$ cat src/core/sps_pkg.sv
// sps_pkg: constants of the sdram pin function select block
// assumes an axi4-lite master on a 50 MHz aclk
// Behaviour
// - pins stay port i/o until written
// - port a 4-7 register: four 3-bit fields
// - pa7 code 010 drives area-3 select
// - pa9 code 101 drives clock enable
// - pa8 code 101 drives read/write direction
// - pa15 code 001 drives bus clock
// - pa13 code 001 drives upper byte mask
// - pa12 code 001 drives lower byte mask
// - pb5 code 100 drives column strobe
// - pb4 code 100 drives row strobe
// - port c 0-3 register: one bit each
// - pc0-3 bit set drives address A0-A3
package sps_pkg;
  localparam int SPS_ADDR_W = 8;
  localparam int SPS_PINS = 20;
  localparam int SPS_NREG = 5;
  // register byte offsets
  localparam logic [7:0] SPS_OFS_PA_4_7 = 8'h00;
  localparam logic [7:0] SPS_OFS_PA_8_11 = 8'h04;
  localparam logic [7:0] SPS_OFS_PA_12_15 = 8'h08;
  localparam logic [7:0] SPS_OFS_PB_4_7 = 8'h0C;
  localparam logic [7:0] SPS_OFS_PC_0_3 = 8'h10;
  localparam logic [7:0] SPS_OFS_STATUS = 8'h14;
  // field layout
  localparam int SPS_FLD0 = 0;
  localparam int SPS_FLD1 = 4;
  localparam int SPS_FLD2 = 8;
  localparam int SPS_FLD3 = 12;
  localparam int SPS_SEL_W = 3;
  localparam logic [15:0] SPS_MASK_WIDE = 16'h7777;
  localparam logic [15:0] SPS_MASK_NARROW = 16'h1111;
  localparam logic [15:0] SPS_RST_CTRL = 16'h0000;
  // selector codes
  localparam logic [2:0] SPS_SEL_PORT_IO = 3'h0;
  localparam logic [2:0] SPS_SEL_CHIP = 3'h2;
  localparam logic [2:0] SPS_SEL_CKE = 3'h5;
  localparam logic [2:0] SPS_SEL_DIR = 3'h5;
  localparam logic [2:0] SPS_SEL_CLK = 3'h1;
  localparam logic [2:0] SPS_SEL_MASK = 3'h1;
  localparam logic [2:0] SPS_SEL_STROBE = 3'h4;
  localparam logic SPS_SEL_ADDR = 1'h1;
  // axi responses
  localparam logic [1:0] SPS_RESP_OKAY = 2'h0;
  localparam logic [1:0] SPS_RESP_SLVERR = 2'h2;
  // pin positions in the pin vectors
  localparam int SPS_PIN_PA7 = 3;
  localparam int SPS_PIN_PA8 = 4;
  localparam int SPS_PIN_PA9 = 5;
  localparam int SPS_PIN_PA12 = 8;
  localparam int SPS_PIN_PA13 = 9;
  localparam int SPS_PIN_PA15 = 11;
  localparam int SPS_PIN_PB4 = 12;
  localparam int SPS_PIN_PB5 = 13;
endpackage : sps_pkg

$ cat src/core/sps_top.sv
// sps_top: register file and pin multiplexer for sdram pins
// assumes an axi4-lite master, synchronous port and bus signals
`timescale 1ns/10ps
module sps_top (
  // clock and reset
  input wire logic aclk,
  input wire logic aresetn,
  // axi4-lite write address
  input wire logic [7:0] awaddr,
  input wire logic awvalid,
  output logic awready,
  // axi4-lite write data
  input wire logic [31:0] wdata,
  input wire logic [3:0] wstrb,
  input wire logic wvalid,
  output logic wready,
  // axi4-lite write response
  output logic [1:0] bresp,
  output logic bvalid,
  input wire logic bready,
  // axi4-lite read address
  input wire logic [7:0] araddr,
  input wire logic arvalid,
  output logic arready,
  // axi4-lite read data
  output logic [31:0] rdata,
  output logic [1:0] rresp,
  output logic rvalid,
  input wire logic rready,
  // general port i/o side
  input wire logic [19:0] port_out,
  input wire logic [19:0] port_oe,
  // memory bus controller side
  input wire logic chip_select_area3_n,
  input wire logic clock_enable,
  input wire logic read_write_direction,
  input wire logic bus_clock,
  input wire logic upper_byte_mask,
  input wire logic lower_byte_mask,
  input wire logic column_strobe_out_n,
  input wire logic row_strobe_out_n,
  input wire logic [3:0] mem_addr,
  // pads
  output logic [19:0] pin_out,
  output logic [19:0] pin_oe
);

  localparam logic [7:0] OFS_TAB [sps_pkg::SPS_NREG] = '{
    sps_pkg::SPS_OFS_PA_4_7, sps_pkg::SPS_OFS_PA_8_11,
    sps_pkg::SPS_OFS_PA_12_15, sps_pkg::SPS_OFS_PB_4_7,
    sps_pkg::SPS_OFS_PC_0_3};
  localparam logic [15:0] MASK_TAB [sps_pkg::SPS_NREG] = '{
    sps_pkg::SPS_MASK_WIDE, sps_pkg::SPS_MASK_WIDE,
    sps_pkg::SPS_MASK_WIDE, sps_pkg::SPS_MASK_WIDE,
    sps_pkg::SPS_MASK_NARROW};

  logic aw_hold_reg;
  logic [7:0] aw_addr_reg;
  logic w_hold_reg;
  logic [31:0] w_data_reg;
  logic [3:0] w_strb_reg;
  logic bvalid_reg;
  logic [1:0] bresp_reg;
  logic rvalid_reg;
  logic [31:0] rdata_reg;
  logic [1:0] rresp_reg;
  logic [19:0] pin_out_reg;
  logic [19:0] pin_oe_reg;
  logic [15:0] ctrl_q [sps_pkg::SPS_NREG];
  logic [sps_pkg::SPS_NREG-1:0] wr_hit;
  logic [sps_pkg::SPS_NREG-1:0] rd_hit;
  logic [15:0] rd_ctrl;
  logic [19:0] mem_sel;
  logic [19:0] mem_sig;

  // handshake and write decode
  wire aw_take = awvalid & awready;
  wire w_take = wvalid & wready;
  wire ar_take = arvalid & arready;
  wire wr_fire = aw_hold_reg & w_hold_reg & ~bvalid_reg;
  wire wr_status = aw_addr_reg[7:2] == sps_pkg::SPS_OFS_STATUS[7:2];
  wire wr_ok = (|wr_hit) | wr_status;
  wire rd_status = araddr[7:2] == sps_pkg::SPS_OFS_STATUS[7:2];
  wire rd_ok = (|rd_hit) | rd_status;
  assign awready = ~aw_hold_reg;
  assign wready = ~w_hold_reg;
  assign arready = ~rvalid_reg;
  assign bvalid = bvalid_reg;
  assign bresp = bresp_reg;
  assign rvalid = rvalid_reg;
  assign rdata = rdata_reg;
  assign rresp = rresp_reg;

  // control registers, one per generate entry
  genvar k;
  generate
    for (k = 0; k < sps_pkg::SPS_NREG; k++) begin : g_reg
      logic [15:0] val_reg;
      logic [15:0] val_next;
      assign wr_hit[k] = aw_addr_reg[7:2] == OFS_TAB[k][7:2];
      assign rd_hit[k] = araddr[7:2] == OFS_TAB[k][7:2];
      assign val_next = {w_strb_reg[1] ? w_data_reg[15:8] : val_reg[15:8],
                         w_strb_reg[0] ? w_data_reg[7:0] : val_reg[7:0]} & MASK_TAB[k];
      assign ctrl_q[k] = val_reg;
      always_ff @(posedge aclk) begin
        if (!aresetn) begin
          val_reg <= sps_pkg::SPS_RST_CTRL;
        end else if (wr_fire && wr_hit[k]) begin
          val_reg <= val_next;
        end
      end
    end
  endgenerate

  // write address and data holding
  always_ff @(posedge aclk) begin
    if (!aresetn) begin
      aw_hold_reg <= 1'b0;
      aw_addr_reg <= 8'h00;
    end else if (aw_take) begin
      aw_hold_reg <= 1'b1;
      aw_addr_reg <= awaddr;
    end else if (wr_fire) begin
      aw_hold_reg <= 1'b0;
    end
  end

  always_ff @(posedge aclk) begin
    if (!aresetn) begin
      w_hold_reg <= 1'b0;
      w_data_reg <= 32'h00000000;
      w_strb_reg <= 4'h0;
    end else if (w_take) begin
      w_hold_reg <= 1'b1;
      w_data_reg <= wdata;
      w_strb_reg <= wstrb;
    end else if (wr_fire) begin
      w_hold_reg <= 1'b0;
    end
  end

  // write response
  always_ff @(posedge aclk) begin
    if (!aresetn) begin
      bvalid_reg <= 1'b0;
      bresp_reg <= sps_pkg::SPS_RESP_OKAY;
    end else if (wr_fire) begin
      bvalid_reg <= 1'b1;
      bresp_reg <= wr_ok ? sps_pkg::SPS_RESP_OKAY : sps_pkg::SPS_RESP_SLVERR;
    end else if (bready) begin
      bvalid_reg <= 1'b0;
    end
  end

  // read select over the control registers
  always_comb begin
    rd_ctrl = 16'h0000;
    for (int i = 0; i < sps_pkg::SPS_NREG; i++) begin
      if (rd_hit[i]) begin
        rd_ctrl = ctrl_q[i];
      end
    end
  end

  // read data; upper bits zero
  always_ff @(posedge aclk) begin
    if (!aresetn) begin
      rvalid_reg <= 1'b0;
      rdata_reg <= 32'h00000000;
      rresp_reg <= sps_pkg::SPS_RESP_OKAY;
    end else if (ar_take) begin
      rvalid_reg <= 1'b1;
      rdata_reg <= rd_status ? {12'h000, mem_sel} : {16'h0000, rd_ctrl};
      rresp_reg <= rd_ok ? sps_pkg::SPS_RESP_OKAY : sps_pkg::SPS_RESP_SLVERR;
    end else if (rready) begin
      rvalid_reg <= 1'b0;
    end
  end

  wire [2:0] pa_pin7_selector = ctrl_q[0][sps_pkg::SPS_FLD3 +: sps_pkg::SPS_SEL_W];
  wire [2:0] pa_pin9_selector = ctrl_q[1][sps_pkg::SPS_FLD1 +: sps_pkg::SPS_SEL_W];
  wire [2:0] pa_pin8_selector = ctrl_q[1][sps_pkg::SPS_FLD0 +: sps_pkg::SPS_SEL_W];
  wire [2:0] pa_pin15_selector = ctrl_q[2][sps_pkg::SPS_FLD3 +: sps_pkg::SPS_SEL_W];
  wire [2:0] pa_pin13_selector = ctrl_q[2][sps_pkg::SPS_FLD1 +: sps_pkg::SPS_SEL_W];
  wire [2:0] pa_pin12_selector = ctrl_q[2][sps_pkg::SPS_FLD0 +: sps_pkg::SPS_SEL_W];
  wire [2:0] pb_pin5_selector = ctrl_q[3][sps_pkg::SPS_FLD1 +: sps_pkg::SPS_SEL_W];
  wire [2:0] pb_pin4_selector = ctrl_q[3][sps_pkg::SPS_FLD0 +: sps_pkg::SPS_SEL_W];
  wire pc_pin0_select_bit = ctrl_q[4][sps_pkg::SPS_FLD0];
  wire pc_pin1_select_bit = ctrl_q[4][sps_pkg::SPS_FLD1];
  wire pc_pin2_select_bit = ctrl_q[4][sps_pkg::SPS_FLD2];
  wire pc_pin3_select_bit = ctrl_q[4][sps_pkg::SPS_FLD3];

  wire sel_pa7 = pa_pin7_selector == sps_pkg::SPS_SEL_CHIP;
  wire sel_pa9 = pa_pin9_selector == sps_pkg::SPS_SEL_CKE;
  wire sel_pa8 = pa_pin8_selector == sps_pkg::SPS_SEL_DIR;
  wire sel_pa15 = pa_pin15_selector == sps_pkg::SPS_SEL_CLK;
  wire sel_pa13 = pa_pin13_selector == sps_pkg::SPS_SEL_MASK;
  wire sel_pa12 = pa_pin12_selector == sps_pkg::SPS_SEL_MASK;
  wire sel_pb5 = pb_pin5_selector == sps_pkg::SPS_SEL_STROBE;
  wire sel_pb4 = pb_pin4_selector == sps_pkg::SPS_SEL_STROBE;
  wire [3:0] sel_pc = {pc_pin3_select_bit, pc_pin2_select_bit,
                       pc_pin1_select_bit, pc_pin0_select_bit} & {4{sps_pkg::SPS_SEL_ADDR}};

  // pins without a memory function stay port i/o
  assign mem_sel = {sel_pc, 2'b00, sel_pb5, sel_pb4, sel_pa15, 1'b0, sel_pa13,
                    sel_pa12, 2'b00, sel_pa9, sel_pa8, sel_pa7, 3'b000};
  assign mem_sig = {mem_addr, 2'b00, column_strobe_out_n, row_strobe_out_n, bus_clock,
                    1'b0, upper_byte_mask, lower_byte_mask, 2'b00, clock_enable,
                    read_write_direction, chip_select_area3_n, 3'b000};

  // pad mux: memory signals are always driven outputs
  wire [19:0] pin_out_next = (mem_sel & mem_sig) | (~mem_sel & port_out);
  wire [19:0] pin_oe_next = mem_sel | port_oe;
  assign pin_out = pin_out_reg;
  assign pin_oe = pin_oe_reg;

  always_ff @(posedge aclk) begin
    if (!aresetn) begin
      pin_out_reg <= 20'h00000;
      pin_oe_reg <= 20'h00000;
    end else begin
      pin_out_reg <= pin_out_next;
      pin_oe_reg <= pin_oe_next;
    end
  end
endmodule : sps_top

$ cat config.mk
export PLATFORM = sky130hd
export DESIGN_NAME = sps_top
export DESIGN_NICKNAME = d
export VERILOG_FILES = /design/src/core/sps_pkg.sv /design/src/core/sps_top.sv
export SDC_FILE = /design/constraint.sdc
export NUM_CORES = 1
export LEC_CHECK = 0
export BUFFER_PORTS_ARGS = -buffer_cell sky130_fd_sc_hd__clkbuf_2
export CAP_MARGIN = 20
export CORE_MARGIN = 4
export CORE_UTILIZATION = 25
export DETAILED_ROUTE_END_ITERATION = 7
export GPL_TIMING_DRIVEN = 0
export SLEW_MARGIN = 20
export SYNTH_ARGS = -nofsm -noshare
export SYNTH_HDL_FRONTEND = slang
export SYNTH_SLANG_ARGS = --single-unit
$ cat constraint.sdc
create_clock -name aclk -period 2.65 [get_ports aclk]
set_clock_uncertainty 0.2 [all_clocks]
set_input_delay 0 -clock aclk [delete_from_list [all_inputs] [get_ports aclk]]
set_output_delay 0 -clock aclk [all_outputs]
set_load 0.02 [all_outputs]
==> qor.csv <==
metric,value,unit
netlist.area_leader.share,48.7,%
critPathRequiredTime,2.76,ns
area_growth,49.3,%
yosysTopAreaCell,dfxtp_1,
first_pass_iters,4,
track_usage,13.9,%
cts_sinks,136,
ctsRootBufferMaster,clkbuf_16,
ys_top_cells_by_area,"dfxtp_1 (49%), mux2i_1 (8.8%), nor2b_1 (6.4%), nand2_1 (3.6%), nand3_1 (3.4%)",
remaining_drc_errors,0,
dieHeight,158,microns
first_iter_violations,208,
core_area,21900,sq um
slew_viol_final,0,
start_util,25.5,%
n_antenna_cell,0,
post_cts.repair.setup_buffers,0,
io_pins,192,
die_x,158,microns
fin_crit_sh,91.8,%
tightest_slew,0.838,ns
ys_async_sr_fraction,0,%
grt_pass1_wl,26600,microns
netlist_instances,558,
leakage,0.00368,uW
cts_tree,built,
syn-mean-instance-area,10.0,sq um
nets,949,
relSlewSlack,44.0,%
finalSetupViolations,0,
worst-setup-path-type,reg2reg,
ys_types,46,
cp-end-kind,flip-flop,
max_cap_violations,0,
syn_area,5590,sq um
die_area,24800,sq um
wl_per_cell,15.1,microns
place_hpwl,12700,microns
numCtsBuffers,17,
h-tree-depth,4,
grt_max_degree,17,
detailroute.via_count,4878,
rows,54,
yosysSeqAreaShare,48.7,%
routabilityCongestion,0.812,
synth-seq-cells,136,
grt_pass1_vias,5029,
yosysWarnings,0,
layout_min_cycle_time,2.43,ns
status,"finished, final reports clean",
drive_gt1_share,26.2,%
arrival,2.54,ns
hold_violations,0,
wl,17100,microns
finalSetupTns,0,ns
synthFlopType,dfxtp_1,
antenna_found_initial,0,
drtAntennaViolNets,0,
max_freq,411,MHz
via_per_inst,4.32,
clkLatencyLatePin,0.42,ns
crit_fanout,10,
cts.clk_slew.worst_paths,0.06,ns
port_buffers,146,
p_per_area,626,nW/um^2
largest_reg_flops,52,
cts_max_path_buffers,2,
rsz0062_at_grt,no,
hold_path.class,in2reg,
ir_drop,0.457,mV
finalPower,5230,uW
grt_overflow,0,
synth_edf_count,0,
critPathLaunchType,flip-flop,
-- placed cells by master, fill, tap and decap left out, types with 2 or more instances in the layout --
master,count
clkbuf_2,148
o22ai_1,4
nand3_1,38
buf_6,5
a21boi_0,20
bufinv_16,5
mux4_2,2
a2bb2oi_1,2
dfxtp_1,136
and3b_1,3
a211oi_1,2
clkbuf_16,17
nand4_1,5
nor2_1,15
clkbuf_1,23
and2_1,19
inv_1,3
a21oi_1,3
a221oi_1,2
buf_2,9
dlygate4sd3_1,100
mux2i_1,49
nor3_2,2
conb_1,16
o21a_1,13
nor2b_1,57
a31oi_1,2
o21ai_0,15
o31ai_1,4
mux4_1,5
nand4_2,5
nand2_1,54
nor3b_1,9
o21ai_1,18
nand2b_1,4
buf_4,17
mux2_2,4
-- final timing paths --
check | startpoint | end | slack, ns | depth (start not counted)
setup / recovery | rvalid | rresp[1] | 0.22 | 6
hold / removal | araddr[2] | rdata[5] | 0.03 | 4
setup reg to reg | rvalid | rresp[1] | 0.22 | 6
hold reg to reg | g_reg[0].val_reg[4] | g_reg[0].val_reg[4] | 0.26 | 2
-- kinds of logic (layout without fill, tap and decap cells) --
family,after synthesis,in the layout,synth area share [%]
AOI/OAI and AO/OA,89,89,10.5
buffers and inverters,55,332,6.02
DFF,136,136,48.7
muxes,60,60,12.7
other,1,16,0.0671
and+or+nand+nor,217,217,22.0
-- power by group --
| group | switching, uW | internal [uW] | leakage, uW |
|---|---|---|---|
| clock network | 853 | 1660 | 0.000295 |
| logic | 287 | 281 | 0.00227 |
| registers | 38.8 | 2110 | 0.00111 |
-- worst max-delay path, stage by stage, from the launching register on --
cell,delay [ns]
dfxtp_1,0.34
nand2b_1,0.20
clkbuf_2,0.23
a21oi_1,0.17
dlygate4sd3_1,0.57
a21oi_1,0.06
dlygate4sd3_1,0.56
-- metal layers --
metal / vias up / global-route usage [%] / part of all wire, %
li1: 2470 / - / -
met1: 2244 / 16.6 / 44
met2: 152 / 23.9 / 48
met3: 12 / 3.82 / 6.8
met4: 0 / 5.28 / 1.4
met5: - / 0 / 0
-- per-stage QoR --
stage | util, % | setup WS [ns] | hold WS, ns | instance area [sq um] | instances
after floorplan | - | 1.04 | -0.0898 | 5650 | 573
after global placement | 30.7 | 0.828 | -0.00219 | 6730 | 999
after detailed placement | 30.7 | 0.814 | -0.00111 | 6730 | 999
after CTS | 38.1 | 0.0575 | 0.0191 | 8350 | 1130
after global routing | 38.1 | 0.0979 | 0.0498 | 8350 | 1130
final | 38.1 | 0.218 | 0.0266 | 8350 | 1130
-- cell type report --
type                       instances  area, sq um
timing repair buffer             246         1730
tap                              280          350
inverter                           3         11.3
buffer                            52          327
clock buffer                      23          448
clock inverter                     8          171
fill                            2221        13500
multi-input combinational        382         2590
sequential                       136         2720
-- synth_stat cells, types with 9 or more instances --
library cell  count
and2_1           19
buf_2             9
buf_4            17
o21ai_1          18
nand2_1          54
nor2_1           15
nor3b_1           9
mux2i_1          49
nor2b_1          57
dfxtp_1         136
o21a_1           13
clkbuf_1         18
nand3_1          38
o21ai_0          15
a21boi_0         20
-- repair_timing --
item                       in CTS  in global routing
hold endpoints to repair      110                  6
resized for setup               0                  2
hold buffers                  100                  1
setup endpoints to repair       0                  2
(Power assumes the default switching activity.)
